--- src/core/plr_consts.svh ---
`ifndef PLR_CONSTS_SVH
`define PLR_CONSTS_SVH
`define PLR_CTL_IDLE 2'h0
`define PLR_CTL_STAT 2'h1
`define PLR_CTL_RECV 2'h2
`define PLR_CTL_GRNT 2'h3
`define PLR_RT_IMM 3'h0
`define PLR_RT_ISO 3'h1
`define PLR_RT_PRI 3'h2
`define PLR_RT_FAIR 3'h3
`define PLR_RT_RD 3'h4
`define PLR_RT_WR 3'h5
`define PLR_RT_ACC 3'h6
`define PLR_LEN_TYPE 5'h03
`define PLR_LEN_BUS 5'h08
`define PLR_LEN_BUS_SHORT 5'h07
`define PLR_LEN_RD 5'h09
`define PLR_LEN_WR 5'h11
`define PLR_LEN_ACC 5'h06
`define PLR_EAA_REG 4'h5
`define PLR_EAA_BIT 3'h0
`define PLR_PHYID_REG 4'h0
`define PLR_ST_LAST_SHORT 3'h1
`define PLR_ST_LAST_FULL 3'h7
`define PLR_AHB_CTRL 8'h00
`define PLR_AHB_STATUS 8'h04
`define PLR_AHB_PHYREG 2'h1
`define PLR_CTRL_RST 1'h1
`define PLR_ACCEL_RST 1'h1
`endif

--- src/core/plr_pkg.sv ---
package plr_pkg;

  typedef enum logic [1:0] {
    md_idle,
    md_stat,
    md_recv,
    md_grant
  } plr_mode_t;

  typedef struct packed {
    logic       valid;
    logic [2:0] kind;
    logic [2:0] speed;
  } plr_busreq_t;

  typedef struct packed {
    plr_mode_t        mode;
    logic [1:0]       ctl;
    logic             oe_n;
    logic [7:0]       dat;
    logic             gfirst;
    logic             won_wait;
    plr_busreq_t      req;
    logic             rq_busy;
    logic [4:0]       rq_cnt;
    logic [16:0]      rq_sh;
    logic [2:0]       rq_kind;
    logic             rq_ovl;
    logic [15:0][7:0] regs;
    logic [3:0]       flags;
    logic             rd_pend;
    logic [3:0]       rd_addr;
    logic             auto_pend;
    logic [15:0]      st_word;
    logic [2:0]       st_idx;
    logic             st_full;
    logic             st_rd;
    logic             accel_on;
    logic             link_en;
    logic             ahb_dp;
    logic             ahb_dp2;
    logic             ahb_wr;
    logic             ahb_hit;
    logic [7:0]       ahb_addr;
    logic [31:0]      rdata;
  } plr_state_t;

endpackage

--- src/core/plr_port.sv ---
// Implementation choices: the register addresses and the AHB-Lite slave port.
`timescale 1ns/1ns
`include "plr_consts.svh"
// Notes on behaviour
// - Control codes: 00 idle, 01 status, 10 receive, 11 grant.
// - Requests start with 1, end with 0, MSB first, line idles low.
// - Status word: four flags bits 0-3, address 4-7, data 8-15.
// - Register write is 17 bits: type 101, address, byte, stop.
// - Acceleration control is 6 bits, type 110, bit 4 enables.
// - Driving receive discards pending fair or priority requests.
// - Fair or priority request overlapping receive is ignored.
// - Isochronous request stays pending until won or bus reset.
// - Pending immediate request is granted as soon as reception ends.
// - Only one bus request pending; new ones ignored meanwhile.
// - Bus reset clears every pending bus request.
// - Register write applied as soon as the stream is complete.
// - Register read answered by status transfer, retried until delivered.
// - Register requests accepted anytime; reads ignored while one is outstanding.
// - Bus reset keeps a pending register read.
// - Acceleration active only with enable bit in register 5 set.
// - Acceleration control acts at once; reset or iso request re-enables.
// - Status starts only from idle, drives 01, two bits per cycle.
// - Status is 2 cycles for flags, 8 cycles with register data.
// - After self-identification the node address register is sent in full.
// - Arriving packet cuts status short, straight to receive.
// - Flags delivered when sent; register only after all eight bits.
// - At least one idle cycle between status transfers.
// - Completed status may go straight to grant with bus reset pending.
module plr_port
  import plr_pkg::*;
(
  input  wire logic        hclk,
  input  wire logic        hresetn,
  input  wire logic        hsel,
  input  wire logic [31:0] haddr,
  input  wire logic [1:0]  htrans,
  input  wire logic        hwrite,
  input  wire logic [2:0]  hsize,
  input  wire logic [31:0] hwdata,
  input  wire logic        hready,
  output logic      [31:0] hrdata,
  output logic             hreadyout,
  output logic             hresp,
  input  wire logic        link_request_line,
  input  wire logic [1:0]  ctl_in,
  output logic      [1:0]  interface_control_lines,
  output logic             ctl_oe_n,
  output logic      [7:0]  interface_data_lines,
  output logic             data_oe_n,
  input  wire logic        rx_active,
  input  wire logic [7:0]  rx_data,
  input  wire logic        bus_won,
  input  wire logic        bus_lost,
  input  wire logic        bus_reset,
  input  wire logic        bus_reset_pending,
  input  wire logic        selfid_done,
  input  wire logic        arb_reset_gap,
  input  wire logic        subaction_gap,
  input  wire logic        phy_interrupt,
  output plr_busreq_t      bus_request,
  output logic             acceleration_feature_enable
);

  plr_state_t  s;
  plr_state_t  n;
  logic [16:0] nsh;
  logic [4:0]  ncnt;
  logic [4:0]  len;
  logic [2:0]  kind;
  logic        done;
  logic        accept;
  logic [3:0]  st_addr;
  logic [2:0]  st_last;

  always_comb begin
    n = s;
    nsh = {s.rq_sh[15:0], link_request_line};
    ncnt = s.rq_cnt + 5'h01;
    kind = s.rq_kind;
    len = `PLR_LEN_ACC;
    done = 1'b0;
    st_addr = `PLR_PHYID_REG;
    st_last = `PLR_ST_LAST_SHORT;
    accept = hsel && htrans[1] && hready;

    // Bus slave: one wait state so read data comes from a flop
    if (s.ahb_dp && !s.ahb_dp2) begin
      n.ahb_dp2 = 1'b1;
      n.rdata = 32'h0;
      if (s.ahb_hit && s.ahb_wr) begin
        if (s.ahb_addr == `PLR_AHB_CTRL) begin
          n.link_en = hwdata[0];
        end else if (s.ahb_addr[7:6] == `PLR_AHB_PHYREG && s.ahb_addr[1:0] == 2'h0) begin
          n.regs[s.ahb_addr[5:2]] = hwdata[7:0];
        end
      end else if (s.ahb_hit) begin
        if (s.ahb_addr == `PLR_AHB_CTRL) begin
          n.rdata = {31'h0, s.link_en};
        end else if (s.ahb_addr == `PLR_AHB_STATUS) begin
          n.rdata = {19'h0, s.auto_pend, s.flags, s.mode, acceleration_feature_enable,
                     s.rd_pend, s.req.valid, s.req.kind};
        end else if (s.ahb_addr[7:6] == `PLR_AHB_PHYREG && s.ahb_addr[1:0] == 2'h0) begin
          n.rdata = {24'h0, s.regs[s.ahb_addr[5:2]]};
        end
      end
    end
    if (!s.ahb_dp || s.ahb_dp2) begin
      n.ahb_dp = accept;
      n.ahb_dp2 = 1'b0;
      n.ahb_wr = hwrite;
      n.ahb_hit = (haddr[31:8] == 24'h0);
      n.ahb_addr = haddr[7:0];
    end

    // Request line shifter, one bit per clock
    if (s.rq_busy) begin
      n.rq_sh = nsh;
      n.rq_cnt = ncnt;
      if (s.mode == md_recv) begin
        n.rq_ovl = 1'b1;
      end
      if (s.rq_cnt == `PLR_LEN_TYPE) begin
        kind = nsh[2:0];
        n.rq_kind = kind;
      end
      unique case (kind)
        `PLR_RT_IMM, `PLR_RT_ISO, `PLR_RT_PRI, `PLR_RT_FAIR: begin
          // Stop bit may be omitted when the last speed bit is zero
          if (ncnt == `PLR_LEN_BUS_SHORT && !link_request_line) begin
            len = `PLR_LEN_BUS_SHORT;
          end else begin
            len = `PLR_LEN_BUS;
          end
        end
        `PLR_RT_RD: len = `PLR_LEN_RD;
        `PLR_RT_WR: len = `PLR_LEN_WR;
        default: len = `PLR_LEN_ACC;
      endcase
      done = (s.rq_cnt > `PLR_LEN_TYPE) && (ncnt == len);
      if (done) begin
        n.rq_busy = 1'b0;
      end
    end else if (link_request_line && s.link_en) begin
      n.rq_busy = 1'b1;
      n.rq_cnt = 5'h01;
      n.rq_sh = {16'h0, 1'b1};
      n.rq_ovl = (s.mode == md_recv);
      n.rq_kind = 3'h0;
    end

    if (done) begin
      unique case (kind)
        `PLR_RT_IMM, `PLR_RT_ISO, `PLR_RT_PRI, `PLR_RT_FAIR: begin
          if (!s.req.valid && !(kind[2:1] == 2'h1 && n.rq_ovl)) begin
            n.req.valid = 1'b1;
            n.req.kind = kind;
            n.req.speed = (ncnt == `PLR_LEN_BUS_SHORT) ? nsh[2:0] : nsh[3:1];
            if (kind == `PLR_RT_ISO) begin
              n.accel_on = 1'b1;
            end
          end
        end
        `PLR_RT_RD: begin
          if (!s.rd_pend) begin
            n.rd_pend = 1'b1;
            n.rd_addr = nsh[4:1];
          end
        end
        `PLR_RT_WR: n.regs[nsh[12:9]] = nsh[8:1];
        `PLR_RT_ACC: n.accel_on = nsh[1];
        default: n.rq_kind = kind;
      endcase
    end

    // Arbitration results from the cable side
    if (bus_lost && s.req.valid && s.req.kind != `PLR_RT_ISO) begin
      n.req.valid = 1'b0;
    end
    if (bus_won && s.req.valid) begin
      n.req.valid = 1'b0;
      n.won_wait = 1'b1;
    end
    // Interface control line sequencing
    unique case (s.mode)
      md_idle: begin
        if (rx_active) begin
          n.mode = md_recv;
        end else if (s.won_wait) begin
          n.mode = md_grant;
          n.won_wait = 1'b0;
          n.gfirst = 1'b1;
        end else if (|s.flags || s.rd_pend || s.auto_pend) begin
          n.mode = md_stat;
          n.st_full = s.rd_pend || s.auto_pend;
          n.st_rd = s.rd_pend;
          if (s.rd_pend) begin
            st_addr = s.rd_addr;
          end
          n.st_word = {s.regs[st_addr], st_addr, s.flags};
          n.st_idx = 3'h0;
        end
      end
      md_stat: begin
        // Flags count as delivered the cycle they are on the lines
        if (s.st_idx == 3'h0) begin
          n.flags[1:0] = s.flags[1:0] & ~s.st_word[1:0];
        end else if (s.st_idx == 3'h1) begin
          n.flags[3:2] = s.flags[3:2] & ~s.st_word[3:2];
        end
        st_last = s.st_full ? `PLR_ST_LAST_FULL : `PLR_ST_LAST_SHORT;
        if (rx_active) begin
          n.mode = md_recv;
        end else if (s.st_idx == st_last) begin
          if (s.st_full && s.st_rd) begin
            n.rd_pend = 1'b0;
          end else if (s.st_full) begin
            n.auto_pend = 1'b0;
          end
          if (bus_reset_pending && n.won_wait) begin
            n.mode = md_grant;
            n.won_wait = 1'b0;
            n.gfirst = 1'b1;
          end else begin
            n.mode = md_idle;
          end
        end else begin
          n.st_idx = s.st_idx + 3'h1;
        end
      end
      md_recv: begin
        if (!rx_active) begin
          if (n.req.valid && n.req.kind == `PLR_RT_IMM) begin
            n.req.valid = 1'b0;
            n.mode = md_grant;
            n.gfirst = 1'b1;
          end else begin
            n.mode = md_idle;
          end
        end
      end
      md_grant: begin
        // Link hands back by driving idle; covers a cancelled acknowledge
        if (s.gfirst) begin
          n.gfirst = 1'b0;
        end else if (ctl_in == `PLR_CTL_IDLE) begin
          n.mode = md_idle;
        end
      end
    endcase

    if (n.mode == md_recv && n.req.valid && n.req.kind[2:1] == 2'h1) begin
      n.req.valid = 1'b0;
    end
    // Bus reset leaves a pending register read in place
    if (bus_reset) begin
      n.req.valid = 1'b0;
      n.won_wait = 1'b0;
      n.accel_on = 1'b1;
    end
    // Events set after the clears so a same-cycle event is kept
    n.flags = n.flags | {phy_interrupt, bus_reset, subaction_gap, arb_reset_gap};
    if (selfid_done) begin
      n.auto_pend = 1'b1;
    end

    n.oe_n = 1'b0;
    n.dat = 8'h0;
    unique case (n.mode)
      md_idle: n.ctl = `PLR_CTL_IDLE;
      md_stat: begin
        n.ctl = `PLR_CTL_STAT;
        n.dat = {6'h0, n.st_word[{n.st_idx, 1'b1}], n.st_word[{n.st_idx, 1'b0}]};
      end
      md_recv: begin
        n.ctl = `PLR_CTL_RECV;
        n.dat = rx_data;
      end
      md_grant: begin
        n.ctl = `PLR_CTL_GRNT;
        n.oe_n = !n.gfirst;
      end
    endcase
  end

  always_ff @(posedge hclk or negedge hresetn) begin
    if (!hresetn) begin
      s <= '0;
      s.accel_on <= `PLR_ACCEL_RST;
      s.link_en <= `PLR_CTRL_RST;
    end else begin
      s <= n;
    end
  end

  assign hrdata = s.rdata;
  assign hreadyout = !(s.ahb_dp && !s.ahb_dp2);
  assign hresp = 1'b0;
  assign interface_control_lines = s.ctl;
  assign ctl_oe_n = s.oe_n;
  assign interface_data_lines = s.dat;
  assign data_oe_n = s.oe_n;
  assign bus_request = s.req;
  // Feature is live only while both the link and software allow it
  assign acceleration_feature_enable = s.accel_on && s.regs[`PLR_EAA_REG][`PLR_EAA_BIT];

endmodule // plr_port

--- config.mk ---
export PLATFORM = sky130hd
export DESIGN_NAME = plr_port
export DESIGN_NICKNAME = d
export VERILOG_FILES = /design/src/core/plr_pkg.sv /design/src/core/plr_port.sv
export VERILOG_INCLUDE_DIRS = /design/src /design/src/core
export SDC_FILE = /design/constraint.sdc
export NUM_CORES = 1
export LEC_CHECK = 0
export ABC_CLOCK_PERIOD_IN_PS = 5030
export BUFFER_PORTS_ARGS = -buffer_cell sky130_fd_sc_hd__buf_2
export CELL_PAD_IN_SITES_DETAIL_PLACEMENT = 0
export CELL_PAD_IN_SITES_GLOBAL_PLACEMENT = 1
export CORE_AREA = 2 2 202 204
export CTS_CLUSTER_SIZE = 40
export DETAILED_ROUTE_END_ITERATION = 16
export DIE_AREA = 0 0 204 206
export HOLD_SLACK_MARGIN = 0.1
export PLACE_DENSITY = 0.66
export SLEW_MARGIN = 20
export SYNTH_ARGS = -nofsm -noshare
export SYNTH_HDL_FRONTEND = slang
export SYNTH_SLANG_ARGS = --single-unit
--- constraint.sdc ---
create_clock -name hclk -period 5.03 [get_ports hclk]
set_input_delay 1.006 -clock hclk [delete_from_list [all_inputs] [get_ports hclk]]
set_output_delay 1.006 -clock hclk [all_outputs]
set_load 0.01 [all_outputs]
==> results of run 1 <==
layer usage:
layer / GRT usage, % / vias to the layer above
li1: - / 4924
met1: 28.37 / 5287
met2: 32.63 / 358
met3: 2.223 / 67
met4: 5.797 / 0
met5: 0 / -
layout make-up:
class | instances | area [µm²]
clock buffer | 38 | 788.3
clock inverter | 13 | 132.6
fill | 4009 | 24840
inverter | 26 | 97.59
multi-input combinational | 973 | 7173
sequential | 229 | 5736
tap | 532 | 665.6
timing repair buffer | 129 | 755.7
state kept, by name, indices dropped and copies added, names as in the netlist:
| register | cells |
|---|---|
| bus_request | 7 |
| s | 186 |
| interface_data_lines | 8 |
| nsh | 12 |
| interface_control_lines | 2 |
| hrdata | 13 |
| ctl_oe_n | 1 |
final timing paths:
path,startpoint,end,slack [ns],cells past startpoint
hold / removal,hresetn,interface_data_lines[3],0.46,1
min in group hclk,s[65],s[65],0.48,2
max in group asynchronous,hresetn,s[130],3.51,2
setup reg to reg,s[227],s[111],0.78,9
hold reg to reg,s[65],s[65],0.48,2
setup / recovery,s[227],s[111],0.78,9
worst max-delay path: stages, from the launching register on:
cell and delay, ns:
dfrtp_1 0.43, ha_1 0.35, nor4b_2 0.50, mux2i_1 0.49
and2_1 0.21, and4_1 0.29, o2111ai_4 0.49, or4_1 1.03
nor2_1 0.22, a21oi_1 0.07
cells by family (layout without fill, tap and decap cells):
kind of cell	Yosys count	after routing	synth area share, %
other cells	1	20	0.02732
compound gates	336	336	15.15
simple gates	356	356	13.02
flops	229	229	41.76
xor+xnor	5	5	0.3191
mux	247	247	22.29
buf+inv	178	206	6.617
fa+ha+maj	9	9	0.8204
cell usage in the layout, fill, tap and decap left out, types with 26 or more instances in the layout:
cell	count
mux2_2	49
nand2_1	200
mux2i_1	156
buf_2	98
inv_1	26
o21ai_0	150
buf_4	28
clkbuf_16	28
mux4_2	42
dfrtp_1	225
nor2_1	49
a21oi_1	62
report_power, final:
group          internal, mW  total [mW]  switching, mW
clock network          1.20        2.02          0.823
logic                  1.13        2.55           1.42
registers              2.17        2.89          0.725
metrics by stage:
step                util, %  cells  cell area, µm²
floorplan                 -   1380           13800
global placement      35.88   1889           14420
detailed placement    35.88   1889           14420
CTS                   38.17   1940           15340
global route          38.20   1940           15350
finish                38.20   1940           15350
==> reports/qor.csv, run 1 <==
metric,value,unit
Leak Pwr,6.723,nW
fin. max-slew vios,0,
pre-CTS worst setup slack,0.7648,ns
H-tree depth,1,
clk slew on worst S/H paths,0.06,ns
Rel. slew slack,21.52,%
most frequent cell after synthesis,dfrtp_1,
synth top area cells,"dfrtp_1 (41%), mux2i_1 (11%), mux4_2 (6.9%), nand2_1 (5.5%), o21ai_0 (5.5%)",
layout cells sized above 1,21.24,%
asr flop ratio synth,100.0,%
drt drc,0,
synth cell count leaders,"dfrtp_1 (227), nand2_1 (200), mux2i_1 (156)",
Core ar.,0.04018,mm²
DR top layer,met4,
routability-driven placement congestion ratio,0.8618,
CP max FO,18,
CP startpoint kind,register,
Nets,1490,
post-synthesis sequential area ratio,41.76,%
Post-CTS Setup Inserts,0,
Root Buffer,clkbuf_16,
Final Cycle Share,84.43,%
starting density of the core,34.16,%
Clock Skews,0.03245,ns
min cycle time layout,4.247,ns
routed len/inst,21.77,µm
Fmax,0.2355,GHz
top cell type's share of synthesized area,41.38,%
Die Wd,204,µm
Post-CTS Hold Buffers,0,
largest net degree at the start of global routing,109,
DP HPWL,28480,µm
Cells after Synth,1361,
vias in the first global route,10250,
vias per cell,5.482,
remaining global-route overflow,0,
"EDFF count, synth",0,
Die Area,0.04202,mm²
Syn Std Cell Area,0.01373,mm²
largest area contributor in the netlist,dfrtp_1,
Crit Path Category,reg2reg,
#FFs+latches synth,229,
Initial DRC Count,898,
routed wl met3,2583,µm
post-route ant nets,0,
RSZ-0062 raised after global routing,false,
worst hold slack,0.4631,ns
Crit path arrival time,4.65,ns
endpoint class of the critical path,register,
Metal-1 WL,18710,µm
n_diodes,0,
PD cells,486.2,mW/mm²
Peak VDD IR,0.0002967,V
post-cts sizing count,0,
overall routed net length,42230,µm
Synth cell types,70,
measured slew at the worst slew-check pin,1.173,ns
CTS tree,done,
1st-pass router iterations,5,
gr usage total,20.10,%
mean post-synth cell area,10.09,µm²
final-report hold violation count,0,
total CTS buffers,28,
total power,7.463,mW
Via Count,10640,
Yosys Warn Count,0,
first-pass GRT wire length,64870,µm
CTS sink count,229,
synthesis-to-finish area growth,11.81,%
I/O pins,148,
Fin Setup TNS,0,ns
DR WL met2,19750,µm
initial antenna violation count,0,
# rows,74,
endpoints failing setup,0,
Setup WS post-layout,0.7834,ns
Port Buffers,99,
status,completed,
Bufs on Longest Clock Path,3,
clock latency at the later pin of the worst-skew pair,0.56,ns
Die Y,206,µm
Worst Hold Class,in2async,
top_reg_cell synth,dfrtp_1,
MaxCap Viol Count,0,
Critical Path RT,5.44,ns
Power figures use the tool's default switching activity.
==> inputs of run 2 (changes only) <==
Settings changed: ABC_CLOCK_PERIOD_IN_PS 5030 to 3900, PLACE_DENSITY 0.66 to 0.68.
Clock period 5.03 ns to 3.9 ns, I/O delays scaled along.
==> run 2 against run 1 <==
Net effect: first-iteration DRC count grew 14%; via count grew 0.55%; clock-buffer cell count grew 3; non-clock buffer count grew 40; critical path depth grew 4; core utilization grew 0.86 points; sequential power grew 25%; maximum frequency grew 15%; wire length grew 1.3%; global-route usage grew 0.17 points; setup slack lost 0.59 ns; largest power group unchanged; highest routed layer unchanged.
==> reports/qor.csv, run 2 (same netlist as run 1, synthesis figures left out) <==
metric,value,unit
status,completed,
Peak VDD IR,0.0002750,V
routed wl met3,2963,µm
Crit Path Category,reg2reg,
Bufs on Longest Clock Path,3,
clock latency at the later pin of the worst-skew pair,0.54,ns
measured slew at the worst slew-check pin,1.077,ns
synthesis-to-finish area growth,14.33,%
# rows,74,
Core ar.,0.04018,mm²
initial antenna violation count,0,
Worst Hold Class,in2async,
fin. max-slew vios,0,
CTS tree,done,
DP HPWL,29980,µm
Crit path arrival time,4.15,ns
Clk pwr share,27.1,%
1st-pass router iterations,5,
Leak Pwr,6.930,nW
Rel. slew slack,28.22,%
max reg flops,186,
most flop-heavy register,s,
vias in the first global route,10480,
clk slew on worst S/H paths,0.05,ns
Post-CTS Hold Buffers,0,
PD cells,628.1,mW/mm²
"Core Util, Final",39.06,%
Initial DRC Count,1027,
I/O pins,148,
H-tree depth,1,
Setup WS post-layout,0.1931,ns
DR top layer,met4,
Nets,1529,
n_diodes,0,
endpoints failing setup,0,
most common library cell in the layout ignoring fill and taps,dfrtp_1,
Metal-1 WL,18550,µm
endpoint class of the critical path,register,
DR WL met2,19890,µm
total CTS buffers,27,
"slowest stage delay, CP",0.48,ns
Fin Setup TNS,0,ns
internal power,6.062,mW
largest net degree at the start of global routing,106,
largest delay contributor family on the critical path,compound AO/OA/AOI/OAI gates,
slowest cell on the critical path,a211oi_1,
Sequential Power Share,36.7,%
Die Y,206,µm
pre-CTS worst setup slack,0.1359,ns
Critical Path RT,4.34,ns
CP max FO,7,
MaxCap Viol Count,0,
Die Wd,204,µm
final-report hold violation count,0,
register area,0.005736,mm²
RSZ-0062 raised after global routing,false,
Via Count,10700,
first-pass GRT wire length,65330,µm
routability-driven placement congestion ratio,0.9040,
Port Buffers,99,
CP startpoint kind,register,
Fmax,0.2698,GHz
"commonest cells after routing, fill and taps aside","dfrtp_1 (225), nand2_1 (200), mux2i_1 (155)",
vias per cell,5.410,
drt drc,0,
starting density of the core,34.16,%
remaining global-route overflow,0,
Final Cycle Share,95.05,%
Fillers,4006,
switching part of the total,38.50,%
post-route non-filler standard cell count,1977,
area of the multi-input gates,0.007178,mm²
gr usage total,20.28,%
Clock Skews,0.01927,ns
routed len/inst,21.63,µm
post-route ant nets,0,
Worst Path Buf+Inv,1,
placed insts,1928,
Logic pwr share,36.2,%
Root Buffer,clkbuf_16,
Die Area,0.04202,mm²
layout cells sized above 1,22.98,%
CTS sink count,229,
min cycle time layout,3.707,ns
overall routed net length,42760,µm
CP Cell Sequence,ha_2 > nor4b_4 > buf_4 > nand2_1 > a211oi_1 > o21a_1 > o2111ai_1 > nor2_1 > o21ai_0 > o22a_1 > ha_1 > nand3b_1 > o22ai_1,
NetSw,3.794,mW
==> run 2: changes by cell type in the layout (fill, tap and decap cells not counted), moves of 2 or more <==
| cell | delta |
|---|---|
| buf_12 | +2 |
| buf_4 | +38 |
| clkbuf_8 | +2 |
| bufinv_16 | +2 |
| clkinv_2 | -6 |
| clkbuf_1 | +2 |
| nor2_2 | -2 |
| nor2_1 | +2 |
==> run 2: metrics by stage <==
step	instance area (µm²)	total power, mW	hold slack, ns
after floorplan	13800	5.952	0.4446
after global placement	14730	7.128	0.4575
after detailed placement	14730	7.177	0.4664
after global routing	15690	10.40	0.3835
after CTS	15670	9.870	0.3393
final	15690	9.857	0.2968
==> run 2: cell type report <==
cell class | count | share of cell area [%]
clock inverters | 7 | 0.8770
repair buffers | 169 | 6.888
flip-flops and latches | 229 | 36.55
clock buffers | 41 | 5.087
inverters | 26 | 0.6219
multi-input cells | 973 | 45.74
well taps | 532 | 4.241
==> run 2: metal layers <==
layer	up-vias	global-route usage [%]
li1	4990	-
met1	5263	27.40
met2	360	32.90
met3	82	3.579
met4	0	6.832
met5	-	0
==> run 2: timing repair <==
| action | in CTS | in global routing |
|---|---|---|
| setup endpoints to repair | 0 | 15 |
| resized for setup | 0 | 4 |
| setup buffers | 0 | 1 |
==> run 2: path summary, 6_finish.rpt <==
kind	from	endpoint	slack (ns)	depth (start not counted)
max	s[227]	interface_data_lines[0]	0.19	13
min	hresetn	interface_data_lines[2]	0.30	1
max reg2reg	s[227]	interface_data_lines[0]	0.19	13
min reg2reg	s[65]	s[65]	0.47	2
max in group asynchronous	hresetn	s[44]	2.72	2
min in group hclk	subaction_gap	s[74]	0.42	2
==> run 2: power groups by stage <==
stage                     Sequential [mW]  Combinational (mW)  Clock [mW]
after CTS                            3.60                3.55        2.72
after floorplan                      3.07                2.88           0
after global placement               3.63                3.50           0
after global routing                 3.70                3.88        2.82
final                                3.62                3.57        2.67
after detailed placement             3.64                3.54           0
==> inputs of run 3 (changes only) <==
Settings changed: ABC_CLOCK_PERIOD_IN_PS 3900 to 3700, PLACE_DENSITY 0.68 to 0.66.
Clock period 3.9 ns to 3.7 ns, I/O delays scaled along.
==> run 3 against run 2 <==
Net effect: wire length down 0.54%; non-clock buffer count grew 6; maximum frequency grew 8.0%; first-iteration DRC count shrank 2.2%; clock-buffer cell count grew 1; sequential cell count did not move; register-to-register slack better by 0.08 ns; sequential power is 4% higher; sequential share of layout area is 0.052 points higher; total power is 4.6% higher; critical path depth stayed put; highest routed layer unchanged.
==> reports/qor.csv, run 3 (same netlist as run 1, synthesis figures left out) <==
metric,value,unit
status,completed,
MaxCap Viol Count,0,
Core ar.,0.04018,mm²
Final Cycle Share,92.75,%
remaining global-route overflow,0,
vias per cell,5.422,
Peak VDD IR,0.0003146,V
CP startpoint kind,register,
switching part of the total,39.55,%
Reg2Reg Launch Point,s[227],
Rel. slew slack,33.41,%
overall routed net length,42530,µm
Via Count,10760,
Initial DRC Count,1004,
post-route non-filler standard cell count,1985,
most flop-heavy register,s,
PD cells,657.5,mW/mm²
DP HPWL,29970,µm
largest net degree at the start of global routing,91,
gr usage total,20.26,%
Fin Setup TNS,0,ns
vias in the first global route,10470,
endpoints failing setup,0,
Nets,1535,
synthesis-to-finish area growth,14.19,%
Sequential Power Share,36.6,%
Root Buffer,clkbuf_16,
Clk pwr share,25.6,%
Crit path arrival time,3.85,ns
internal power,6.230,mW
total CTS buffers,27,
CP max FO,8,
Worst R2R Path Depth,13,
Logic pwr share,37.9,%
"slowest stage delay, CP",0.41,ns
H-tree depth,1,
first-pass GRT wire length,65270,µm
reg2reg end,interface_data_lines[0],
routability-driven placement congestion ratio,0.8559,
most common library cell in the layout ignoring fill and taps,dfrtp_1,
starting density of the core,34.16,%
max reg flops,186,
drt drc,0,
Critical Path RT,4.12,ns
endpoint class of the critical path,register,
fin. max-slew vios,0,
"commonest cells after routing, fill and taps aside","dfrtp_1 (224), nand2_1 (200), mux2i_1 (155)",
Die Area,0.04202,mm²
Bufs on Longest Clock Path,3,
"Design Area, Final",0.01568,mm²
Die Y,206,µm
n_diodes,0,
Worst Path Buf+Inv,2,
largest delay contributor family on the critical path,compound AO/OA/AOI/OAI gates,
Leak Pwr,6.923,nW
layout cells sized above 1,23.68,%
CTS sink count,229,
NetSw,4.076,mW
1st-pass router iterations,5,
Port Buffers,99,
placed insts,1933,
min cycle time layout,3.432,ns
clk slew on worst S/H paths,0.06,ns
final-report hold violation count,0,
Post-CTS Hold Buffers,0,
CP Cell Sequence,ha_4 > or3b_1 > a2111oi_4 > buf_4 > and4_2 > o2111ai_1 > o22ai_1 > o211ai_1 > o21a_1 > ha_1 > buf_4 > a32oi_1 > o22ai_1,
slowest cell on the critical path,a2111oi_4,
clock latency at the later pin of the worst-skew pair,0.56,ns
RSZ-0062 raised after global routing,false,
initial antenna violation count,0,
Clock Skews,0.02987,ns
worst hold slack,0.2089,ns
# rows,74,
routed len/inst,21.43,µm
I/O pins,148,
"reg-to-reg slack, setup",0.27,ns
Fmax,0.2914,GHz
post-route ant nets,0,
total power,10.31,mW
placed inst area,0.01474,mm²
CTS tree,done,
Die Wd,204,µm
Worst Hold Class,in2async,
Crit Path Category,reg2reg,
measured slew at the worst slew-check pin,0.9989,ns
[run 3: power groups by stage]
stage	registers [mW]	clock network [mW]	logic, mW
finish	3.77	2.63	3.90
floorplan	3.23	0	3.04
CTS	3.75	2.71	3.85
global route	3.84	2.80	4.23
global placement	3.78	0	3.80
detailed placement	3.79	0	3.83
[run 3: layout make-up]
cell class              count  area [µm²]
flip-flops and latches    229        5737
inverters                  26       97.59
clock buffers              42       792.0
multi-input cells         973        7203
clock inverters             8       75.07
well taps                 532       665.6
repair buffers            175        1105
fillers                  3997       24510
[run 3: metrics by stage]
step           setup slack, ns  utilization [%]
2_1_floorplan          0.02937                -
3_3_place_gp            0.1120            36.69
3_5_place_dp           0.05073            36.69
4_1_cts                0.02340            38.84
5_1_grt               0.003260            39.01
6_report                0.2681            39.01
[run 3: repair_timing]
item                       CTS  global route
resized for setup            0            12
setup endpoints to repair    0            16
buffers inserted             0             2
[run 3: worst max path at each step]
stage                     startpoint                 endpoint  cells past startpoint
after detailed placement      s[226]  interface_data_lines[0]                     13
after floorplan               s[227]           bus_request[6]                     13
after CTS                     s[226]  interface_data_lines[0]                     13
final                         s[227]  interface_data_lines[0]                     13
after global routing          s[227]  interface_data_lines[1]                     12
after global placement        s[226]  interface_data_lines[0]                     13
[run 3: metal layers]
layer	share of wire, %	track usage (%)	vias to the layer above	wire length, µm
met5	0	0	-	0
met4	3.2	6.988	0	1355
met3	6.5	3.579	85	2765
met2	45	32.29	347	19330
met1	45	27.79	5319	19080
li1	-	-	5011	-
